==> src/verilog/eis_pkg.sv <==
package eis_pkg;

    // Register offsets, byte addresses on the register port
    localparam int ADDR_W = 8;
    localparam logic [ADDR_W-1:0] STS_OFS = 8'h58;
    localparam logic [ADDR_W-1:0] EN_OFS = 8'h5c;
    localparam logic [ADDR_W-1:0] BYTE_TEST_OFS = 8'h64;

    // Status flag positions
    localparam int BIT_SW = 31;
    localparam int BIT_TX_HALT = 25;
    localparam int BIT_RX_HALT = 24;
    localparam int BIT_DROP_MID = 23;
    localparam int BIT_BUF_LOADED = 21;
    localparam int BIT_RX_COUNT = 20;
    localparam int BIT_TIMER = 19;
    localparam int BIT_PHY = 18;
    localparam int BIT_POWER = 17;
    localparam int BIT_TXS_OVF = 16;
    localparam int BIT_OVERSIZE = 15;
    localparam int BIT_RX_FAULT = 14;
    localparam int BIT_TX_FAULT = 13;
    localparam int BIT_TXD_OVR = 10;
    localparam int BIT_TX_SPACE = 9;
    localparam int BIT_TXS_FULL = 8;
    localparam int BIT_TXS_LEVEL = 7;
    localparam int BIT_DROPPED = 6;
    localparam int BIT_RXS_FULL = 4;
    localparam int BIT_RXS_LEVEL = 3;
    localparam int BIT_PIN_LO = 0;
    localparam int PIN_N = 3;

    // Implemented bits, clearable bits and reset values
    localparam logic [31:0] STS_IMPL_MASK = 32'h83bfe7df;
    localparam logic [31:0] STS_W1C_MASK = 32'h83bbe7df;
    localparam logic [31:0] STS_RESET = 32'h00000000;
    localparam logic [31:0] EN_RESET = 32'h00000000;
    localparam logic [31:0] BYTE_TEST_VAL = 32'h87654321;

    // Source thresholds and wrap points
    localparam int DROP_W = 28;
    localparam logic [DROP_W-1:0] DROP_MID_BEFORE = 28'h7ffffff;
    localparam logic [DROP_W-1:0] DROP_MID_AFTER = 28'h8000000;
    localparam logic [DROP_W-1:0] DROP_RESET = 28'h0000000;
    localparam int TIMER_W = 16;
    localparam logic [TIMER_W-1:0] TIMER_FROM = 16'h0000;
    localparam logic [TIMER_W-1:0] TIMER_TO = 16'hffff;
    localparam int LEN_W = 16;
    localparam logic [LEN_W-1:0] FRAME_LEN_MAX = 16'h0800;
    localparam int LVL_W = 8;

    // Power state
    typedef enum logic [1:0] {
        EIS_AWAKE = 2'b00,
        EIS_ASLEEP = 2'b01
    } eis_pwr_e;

    // Register port request
    typedef struct packed {
        logic [ADDR_W-1:0] addr;
        logic [31:0] wdata;
        logic wr;
        logic rd;
    } eis_bus_s;

    // Event and condition inputs from the source blocks
    typedef struct packed {
        logic tx_halt_req;
        logic tx_halted;
        logic rx_halted;
        logic [DROP_W-1:0] drop_count;
        logic buffer_loaded;
        logic completion_notify_mark;
        logic rx_count_done;
        logic [TIMER_W-1:0] timer_count;
        logic phy_event;
        logic power_event;
        logic tx_status_lost;
        logic frame_done;
        logic [LEN_W-1:0] frame_len;
        logic rx_fault;
        logic tx_fault;
        logic tx_data_write;
        logic tx_data_full;
        logic [LVL_W-1:0] tx_free_blocks;
        logic [LVL_W-1:0] tx_space_level;
        logic tx_status_full;
        logic [LVL_W-1:0] tx_status_used;
        logic [LVL_W-1:0] tx_status_level;
        logic rx_status_full;
        logic [LVL_W-1:0] rx_status_used;
        logic [LVL_W-1:0] rx_status_level;
        logic frame_dropped;
        logic [PIN_N-1:0] pin_events;
        logic sleep_req;
    } eis_events_s;

endpackage

==> src/verilog/eis_top.sv <==
`timescale 1ns/1ps
// Behaviour
// Writing one clears flag, zero leaves it
// Software flag sets on enable, sticky
// Set when halt requested and transmitter halted
// Set when receive engine halted
// Set when drop counter crosses midpoint
// Set when notify-marked buffer fully loaded
// Set when receive transfer count drained
// Set when timer wraps zero to FFFFh
// Transceiver flag read-only, writes ignored
// Power event flag independent of wake pin
// Only byte test write wakes device
// Power flag bypasses deassertion hold-off
// Set when transmit status entry lost
// Set on frame longer than 2048 bytes
// Set on receive fault
// Set on transmit fault
// Set on write to full data FIFO
// Set when free space exceeds threshold
// Set when status FIFOs become full
// Set when status FIFO levels exceed threshold
// Set on each discarded received frame
// Pin event flags, write one clears
// Flags set regardless of enable mask
// Master line high on enabled pending flag
// Reserved bits read zero, writes ignored
module eis_top (
    input wire logic clk,
    input wire logic nrst,
    input wire eis_pkg::eis_bus_s bus,
    output logic [31:0] rd_data,
    input wire eis_pkg::eis_events_s ev,
    output logic master_irq,
    output logic power_irq,
    output logic low_power
);
    import eis_pkg::*;

    // Reset synchroniser stages
    logic rst_meta_ff;
    logic rst_n_ff;

    // Register state
    logic [31:0] sts_ff; // Status flags
    logic [31:0] nxt_sts;
    logic [31:0] en_ff; // Enable mask
    logic [31:0] nxt_en;
    logic [31:0] rdata_ff; // Read data, one cycle after strobe
    logic [31:0] nxt_rdata;
    logic sw_en_prev_ff; // Previous software enable bit
    logic nxt_sw_en_prev;
    logic [DROP_W-1:0] drop_prev_ff; // Previous drop count
    logic [DROP_W-1:0] nxt_drop_prev;
    logic [TIMER_W-1:0] timer_prev_ff; // Previous timer count
    logic [TIMER_W-1:0] nxt_timer_prev;
    logic master_ff; // Master interrupt line
    logic nxt_master;
    logic power_irq_ff; // Immediate power event line
    logic nxt_power_irq;
    eis_pwr_e pwr_ff; // Power state
    eis_pwr_e nxt_pwr;
    logic low_power_ff; // Registered copy of the sleep state for the pin
    logic nxt_low_power;

    // Decode and event vectors
    logic [31:0] set_vec; // Per-bit set requests
    logic [31:0] clr_vec; // Per-bit clear requests
    logic sts_wr; // Write to status register
    logic en_wr; // Write to enable register
    logic wake_wr; // Write to byte test register

    // Reset release through two flip-flops
    always_ff @(posedge clk or negedge nrst) begin
        if (!nrst) begin
            rst_meta_ff <= 1'b0;
            rst_n_ff <= 1'b0;
        end else begin
            rst_meta_ff <= 1'b1;
            rst_n_ff <= rst_meta_ff;
        end
    end

    // Address decode
    assign sts_wr = bus.wr && (bus.addr == STS_OFS);
    assign en_wr = bus.wr && (bus.addr == EN_OFS);
    assign wake_wr = bus.wr && (bus.addr == BYTE_TEST_OFS);

    // Event collection, independent of the enable mask
    always_comb begin
        set_vec = 32'h00000000;
        // Software flag on rising enable
        set_vec[BIT_SW] = en_ff[BIT_SW] && !sw_en_prev_ff;
        set_vec[BIT_TX_HALT] = ev.tx_halt_req && ev.tx_halted;
        set_vec[BIT_RX_HALT] = ev.rx_halted;
        // Midpoint crossing of the drop counter
        set_vec[BIT_DROP_MID] = (drop_prev_ff == DROP_MID_BEFORE) &&
                                (ev.drop_count == DROP_MID_AFTER);
        set_vec[BIT_BUF_LOADED] = ev.buffer_loaded && ev.completion_notify_mark;
        set_vec[BIT_RX_COUNT] = ev.rx_count_done;
        // Timer wrap past zero
        set_vec[BIT_TIMER] = (timer_prev_ff == TIMER_FROM) &&
                             (ev.timer_count == TIMER_TO);
        set_vec[BIT_POWER] = ev.power_event;
        set_vec[BIT_TXS_OVF] = ev.tx_status_lost;
        set_vec[BIT_OVERSIZE] = ev.frame_done && (ev.frame_len > FRAME_LEN_MAX);
        set_vec[BIT_RX_FAULT] = ev.rx_fault;
        set_vec[BIT_TX_FAULT] = ev.tx_fault;
        set_vec[BIT_TXD_OVR] = ev.tx_data_write && ev.tx_data_full;
        set_vec[BIT_TX_SPACE] = ev.tx_free_blocks > ev.tx_space_level;
        set_vec[BIT_TXS_FULL] = ev.tx_status_full;
        set_vec[BIT_RXS_FULL] = ev.rx_status_full;
        set_vec[BIT_TXS_LEVEL] = ev.tx_status_used > ev.tx_status_level;
        set_vec[BIT_RXS_LEVEL] = ev.rx_status_used > ev.rx_status_level;
        set_vec[BIT_DROPPED] = ev.frame_dropped;
        set_vec[BIT_PIN_LO +: PIN_N] = ev.pin_events;
        // Clear only clearable bits written with one
        clr_vec = sts_wr ? (bus.wdata & STS_W1C_MASK) : 32'h00000000;
    end

    // Per-bit sticky flags except the transceiver mirror, set wins over clear
    genvar gi;
    generate
        for (gi = 0; gi < 32; gi++) begin : g_flag
            always_comb begin
                if (!STS_IMPL_MASK[gi]) begin
                    // Reserved position holds zero
                    nxt_sts[gi] = 1'b0;
                end else if (gi == BIT_PHY) begin
                    // Live mirror, not writable
                    nxt_sts[gi] = ev.phy_event;
                end else begin
                    nxt_sts[gi] = set_vec[gi] || (sts_ff[gi] && !clr_vec[gi]);
                end
            end
        end
    endgenerate

    // Register side next values
    always_comb begin
        nxt_en = en_wr ? bus.wdata : en_ff;
        nxt_sw_en_prev = en_ff[BIT_SW];
        nxt_drop_prev = ev.drop_count;
        nxt_timer_prev = ev.timer_count;
        nxt_rdata = 32'h00000000;
        // Read mux, unmapped reads return zero
        if (bus.rd) begin
            case (bus.addr)
                STS_OFS: begin
                    nxt_rdata = sts_ff & STS_IMPL_MASK;
                end
                EN_OFS: begin
                    nxt_rdata = en_ff;
                end
                BYTE_TEST_OFS: begin
                    nxt_rdata = BYTE_TEST_VAL;
                end
                default: begin
                    nxt_rdata = 32'h00000000;
                end
            endcase
        end
        // Master line from enabled pending flags
        nxt_master = |(sts_ff & en_ff & STS_IMPL_MASK);
        // Power line bypasses any hold-off timer
        nxt_power_irq = sts_ff[BIT_POWER] && en_ff[BIT_POWER];
    end

    // Power state, only a byte test write wakes
    always_comb begin
        case (pwr_ff)
            EIS_AWAKE: begin
                nxt_pwr = (ev.sleep_req && !wake_wr) ? EIS_ASLEEP : EIS_AWAKE;
            end
            EIS_ASLEEP: begin
                // Power events do not wake
                nxt_pwr = wake_wr ? EIS_AWAKE : EIS_ASLEEP;
            end
            default: begin
                nxt_pwr = EIS_AWAKE;
            end
        endcase
        // Output follows the next state so it lines up with pwr_ff
        nxt_low_power = (nxt_pwr == EIS_ASLEEP);
    end

    // State registers
    always_ff @(posedge clk or negedge rst_n_ff) begin
        if (!rst_n_ff) begin
            sts_ff <= STS_RESET;
            en_ff <= EN_RESET;
            rdata_ff <= 32'h00000000;
            sw_en_prev_ff <= 1'b0;
            drop_prev_ff <= DROP_RESET;
            timer_prev_ff <= TIMER_TO;
            master_ff <= 1'b0;
            power_irq_ff <= 1'b0;
            pwr_ff <= EIS_AWAKE;
            low_power_ff <= 1'b0;
        end else begin
            sts_ff <= nxt_sts;
            en_ff <= nxt_en;
            rdata_ff <= nxt_rdata;
            sw_en_prev_ff <= nxt_sw_en_prev;
            drop_prev_ff <= nxt_drop_prev;
            timer_prev_ff <= nxt_timer_prev;
            master_ff <= nxt_master;
            power_irq_ff <= nxt_power_irq;
            pwr_ff <= nxt_pwr;
            low_power_ff <= nxt_low_power;
        end
    end

    // Outputs from flip-flops
    assign rd_data = rdata_ff;
    assign master_irq = master_ff;
    assign power_irq = power_irq_ff;
    assign low_power = low_power_ff;

    // Checks
    w1c_clear_a: assert property (@(posedge clk) disable iff (!rst_n_ff)
        (sts_wr && bus.wdata[BIT_RX_FAULT] && !ev.rx_fault) |=> !sts_ff[BIT_RX_FAULT])
        else $error("status bit not cleared by write of one");
    w0_keep_a: assert property (@(posedge clk) disable iff (!rst_n_ff)
        (sts_wr && !bus.wdata[BIT_TX_FAULT] && sts_ff[BIT_TX_FAULT]) |=> sts_ff[BIT_TX_FAULT])
        else $error("status bit lost on write of zero");
    sw_flag_a: assert property (@(posedge clk) disable iff (!rst_n_ff)
        (en_wr && bus.wdata[BIT_SW] && !en_ff[BIT_SW]) |-> ##2 sts_ff[BIT_SW])
        else $error("software flag not set after enable");
    tx_halt_a: assert property (@(posedge clk) disable iff (!rst_n_ff)
        (ev.tx_halt_req && ev.tx_halted) |=> sts_ff[BIT_TX_HALT])
        else $error("transmit halted flag missing");
    drop_mid_a: assert property (@(posedge clk) disable iff (!rst_n_ff)
        ($past(ev.drop_count) == DROP_MID_BEFORE && ev.drop_count == DROP_MID_AFTER)
        |=> sts_ff[BIT_DROP_MID])
        else $error("drop midpoint flag missing");
    timer_wrap_a: assert property (@(posedge clk) disable iff (!rst_n_ff)
        (!$past(sts_ff[BIT_TIMER]) && sts_ff[BIT_TIMER]) |->
        ($past(timer_prev_ff) == TIMER_FROM && $past(ev.timer_count) == TIMER_TO))
        else $error("timer flag set without a wrap");
    phy_mirror_a: assert property (@(posedge clk) disable iff (!rst_n_ff)
        ##1 sts_ff[BIT_PHY] == $past(ev.phy_event))
        else $error("transceiver flag does not follow its source");
    wake_only_a: assert property (@(posedge clk) disable iff (!rst_n_ff)
        (low_power && !wake_wr) |=> low_power)
        else $error("woke without a byte test write");
    wake_write_a: assert property (@(posedge clk) disable iff (!rst_n_ff)
        (low_power && wake_wr) |=> !low_power)
        else $error("byte test write did not wake");
    power_fast_a: assert property (@(posedge clk) disable iff (!rst_n_ff)
        (ev.power_event && en_ff[BIT_POWER] && !en_wr) |-> ##2 power_irq)
        else $error("power line delayed");
    oversize_a: assert property (@(posedge clk) disable iff (!rst_n_ff)
        (ev.frame_done && ev.frame_len == FRAME_LEN_MAX && !sts_ff[BIT_OVERSIZE])
        |=> !sts_ff[BIT_OVERSIZE])
        else $error("oversize flag on a 2048 byte frame");
    mask_free_a: assert property (@(posedge clk) disable iff (!rst_n_ff)
        (ev.rx_fault && !en_ff[BIT_RX_FAULT]) |=> sts_ff[BIT_RX_FAULT])
        else $error("masked source did not set its flag");
    master_line_a: assert property (@(posedge clk) disable iff (!rst_n_ff)
        ##1 master_irq == $past(|(sts_ff & en_ff & STS_IMPL_MASK)))
        else $error("master line disagrees with pending flags");
    reserved_a: assert property (@(posedge clk) disable iff (!rst_n_ff)
        (bus.rd && bus.addr == STS_OFS) |=> ((rd_data & ~STS_IMPL_MASK) == 32'h00000000))
        else $error("reserved status bits read nonzero");

endmodule
==> config.mk <==
export PLATFORM = sky130hd
export DESIGN_NAME = eis_top
export DESIGN_NICKNAME = d
export VERILOG_FILES = /design/src/verilog/eis_pkg.sv /design/src/verilog/eis_top.sv
export SDC_FILE = /design/constraint.sdc
export NUM_CORES = 1
export LEC_CHECK = 0
export CAP_MARGIN = 20
export CORE_ASPECT_RATIO = 1.4
export CORE_MARGIN = 3
export CORE_UTILIZATION = 55
export CTS_CLUSTER_DIAMETER = 30
export DETAILED_ROUTE_END_ITERATION = 10
export DONT_BUFFER_PORTS = 1
export MAX_ROUTING_LAYER = met4
export PLACE_DENSITY_LB_ADDON = 0.2
export SLEW_MARGIN = 30
export SYNTH_ARGS = -nofsm -noshare
export SYNTH_HDL_FRONTEND = slang
export SYNTH_SLANG_ARGS = --single-unit
==> constraint.sdc <==
create_clock -name clk -period 4.6 [get_ports clk]
set_clock_uncertainty 0.05 [all_clocks]
set_input_delay 0.69 -clock clk [delete_from_list [all_inputs] [get_ports clk]]
set_output_delay 0.69 -clock clk [all_outputs]
set_load 0.02 [all_outputs]
Yosys cells after proc, flatten, opt, wreduce, memory -nomap -nowiden
Index checks and enable logic that the tools add are counted.

storage, ports and cells
  input bits = 173
  output and inout port bits = 35
  bits in registers = 139
  word-level logic and storage cells = 114

cells by class
  $lt $le $gt $ge = 4
  reductions and logical operators = 83
  multiplexer cells = 6
  bitwise logic cells = 1
  equal/unequal tests = 8

operator list
  operator                                                                 number
  32-bit case mux with 3 select lines                                      1
  32-bit two-way mux                                                       2
  1-bit logical AND                                                        34
  32-bit bitwise AND                                                       1
  28-bit by 27-bit == test with 1-bit output (second input constant)       1
  28-bit == test (second input constant)                                   1
  8-bit by 7-bit == test with 1-bit output (second input constant)         3
  8-bit > comparator                                                       3
  1-bit zero test                                                          24
  23-bit OR reduction                                                      1
  1-bit logical OR                                                         22
  16-bit == test (second input constant)                                   1
  16-bit by 12-bit > comparator with 1-bit output (second input constant)  1
  16-bit zero test                                                         1
  2-bit by 1-bit == test with 1-bit output (second input constant)         2
  2-bit case mux with 2 select lines                                       1
  2-bit zero test                                                          1
  1-bit two-way mux                                                        2

Depth between registers and ports, before layout
  word-level depth = 7
  mapped depth = 6
  depth with buffers taken out = 6

Worst setup path before layout
No wires, ideal clock.

  path kind = input to register
  from = input port bus[35] (netlist bit)
  to = register en_ff[10]
  path slack = 2.281 ns
  library setup time = 0.127 ns
  path buffers = 2
  arrival time = 2.141 ns
  stages = 6
  required time = 4.423 ns
  cells stage by stage = or4b_4 -> nor2_4 -> and3_1 -> buf_4 -> buf_6 -> mux2_1

on the way
  word-level cells in the longest chain between the ends = 2

ends and longest elaborated chain
  what                                      line            text
  from (decl)                               eis_top.sv:31   input wire eis_pkg::eis_bus_s bus,
  8-bit by 7-bit == test with 1-bit output  eis_top.sv:86   assign en_wr = bus.wr && (bus.addr == EN_OFS);
  1-bit logical AND                         eis_top.sv:86
  to (signal assigned)                      eis_top.sv:202  en_ff <= nxt_en;
  to (decl)                                 eis_top.sv:47   logic [31:0] en_ff;

Every way passes these cells.
A chain may end at the register's enable or synchronous reset.

Worst setup path in the final report
  from = input port bus[35] (netlist bit)
  to = register en_ff[30]

Same word-level chain as after synthesis.

==> results.yml <==
setup_path:
  path_class: "in2reg"
  cp.arrival_ps: 2600
  critPathRequiredTime_ps: 4840
  end_kind: "register"
  critPathMaxFanout: 32
  start_kind: "input port"
clock_network:
  hold_buffers: 1
  ctsRootBufferMaster: "clkbuf_16"
  cts-buffers-inserted: 17
  cts_resized: 0
  cts.sinks: 137
  cts_buffer_depth: 2
  insertion_delay_ps: 420
  cts_tree: "done"
  h-tree-depth: 4
  cts_setup_buffers: 0
  clkTransAtPathRegs_ps: 60
synth:
  ys_seq_elements: 137
  synth-seq-area-share: 0.609
  synth_cells: 446
  synth_largest_area_cell: "dfrtp_1"
  yosysMostFrequentCell: "dfrtp_1"
  syn_avg_cell_area_um2: 12.7
  yosysTopAreaCellShare: 0.535
  synth_cell_type_count: 47
  syn_area_mm2: 0.00566
  synth.net_count: 643
  yosysWarnings: 0
  synthTopCellsByArea: "dfrtp_1 54%, dfstp_2 7.4%, mux2_1 6.0%"
  synth_edf_count: 0
  synth_flop_cell: "dfrtp_1"
  synth_common_cells: "121 x dfrtp_1, 31 x nor2_1, 30 x mux2_1, 29 x inv_1, 26 x nand2_1"
  synthArstFlopShare: 1.00
routing:
  ant_nets: 0
  drtPass1Iterations: 6
  vias: 3506
  drcViolationCount: 0
  drt-total-wl_um: 12000
  wl_per_cell_um: 19.8
  drt_iter0_drc: 119
  avgViaCountPerCell: 5.81
timing:
  tightest_slew_ps: 815
  layout_min_cycle_time_ps: 2360
  finalSetupViolations: 0
  hold_violations: 0
  hold_ws_ps: 219
  drv_slew: 0
  slew_headroom: 0.457
  period_share: 0.514
  max_freq_ghz: 0.423
  rsz0062_at_grt: "false"
  finalSetupTns_ps: 0
finish:
  fin_nets: 652
  final_area_mm2: 0.00638
  drive_gt1_frac: 0.128
  area_growth_syn_to_layout_pct: 12.8
  postLayoutCoreUtil: 0.641
  antenna_cells: 0
  fillers: 736
global_route:
  grt.total_usage: 0.222
  antenna_found_initial: 0
  grt_first_pass_wirelength_um: 19000
  overflow: 0
  grt_max_degree: 78
  first_global_vias: 3776
pwr:
  p_leak_nw: 2.97
  power_frac_comb: 0.046
  power_frac_clock: 0.484
  ir_worst_vdd_uv: 257
  total_power_mw: 2.72
  power_frac_seq: 0.470
  p_int_mw: 2.07
  pwr_density_cell_mw_per_mm2: 427
  sw_frac_of_total: 0.239
  p_switching_mw: 0.650
floorplan:
  core_area_mm2: 0.00995
  placementRows: 43
  dieHeight_um: 126
  ioPinCount: 208
  dieArea_mm2: 0.0116
  die_w_um: 91.7
  initial_core_util: 0.569
place:
  dp_hpwl_um: 8830
  place.port_buffers: 0
  gp_congestion: 0.850
  placed_cell_area_mm2: 0.00579
run:
  maxCapViolCount: 0
status:
  status: "completed"
worst_hold_path:
  min_path_type: "in2reg"
## cell type report
class / count / area [um2] / area share
Sequential cell: 137 / 3450 / 0.541
Multi-Input combinational cell: 266 / 2030 / 0.319
Clock buffer: 19 / 464 / 0.0727
Clock inverter: 13 / 119 / 0.0186
Inverter: 29 / 109 / 0.0171
Tap cell: 135 / 169 / 0.0265
Timing Repair Buffer: 4 / 36.3 / 0.00568
## critical path, cell delays in order
cell    delay (ps)
or4b_4         570
nor2_4         180
and3_2         750
mux2_1         390
## placed cells by master, fill, tap and decap left out, types with 7 or more instances in the layout
master and count:
dfrtp_1 120, nor2_1 31, mux2_1 30, inv_1 29
nand2_1 26, ha_1 24, mux2i_1 23, nand4_1 22
clkbuf_16 18, dfstp_2 16, a21o_1 12, nor4_1 12
o21a_1 11, a22oi_1 10, a21oi_1 7
## power by group through the flow
stage / registers (mW) / clock network [mW] / logic (mW)
3_3_place_gp: 1.30 / 0 / 0.120
6_report: 1.28 / 1.32 / 0.125
5_1_grt: 1.29 / 1.41 / 0.147
2_1_floorplan: 1.31 / 0 / 0.0906
4_1_cts: 1.28 / 1.34 / 0.130
3_5_place_dp: 1.30 / 0 / 0.128
## path summary, 6_finish.rpt
check	end	cells past startpoint	slack, ps	from
max	en_ff[30]	4	2240	bus[35]
min	timer_prev_ff[2]	0	220	ev[81]
max reg2reg	sts_ff[23]	3	3350	drop_prev_ff[27]
min reg2reg	rst_n_ff	0	310	rst_meta_ff
max in group asynchronous	sw_en_prev_ff	1	3560	rst_n_ff
min in group asynchronous	drop_prev_ff[4]	1	380	rst_n_ff
## state kept, by name, indices dropped and copies added (netlist names)
name / cells
en_ff: 32
rd_data: 32
drop_prev_ff: 28
sts_ff: 23
timer_prev_ff: 16
low_power: 1
master_irq: 1
power_irq: 1
rst_meta_ff: 1
rst_n_ff: 1
sw_en_prev_ff: 1
## metal layers
metal  GRT usage  wire length (um)
met4      0.0831               186
met5           -                 0
met1       0.253              4660
met2       0.363              6390
met3      0.0741               718
## stage by stage
step / instances / worst slack, ps
6_report: 603 / 2240
5_1_grt: 603 / 2150
4_1_cts: 603 / 2220
3_5_place_dp: 570 / 1790
3_3_place_gp: 570 / 1840
2_1_floorplan: 446 / 478
## logic make-up after synthesis
| logic type | after synthesis | synth area share |
|---|---|---|
| buffers and inverters | 43 | 0.0338 |
| AOI/OAI and AO/OA | 66 | 0.0858 |
| and+or+nand+nor | 120 | 0.113 |
| adders and majority gates | 24 | 0.0531 |
| muxes | 55 | 0.104 |
| other | 1 | 0.000663 |
| DFF | 137 | 0.609 |
(Power assumes the default switching activity.)
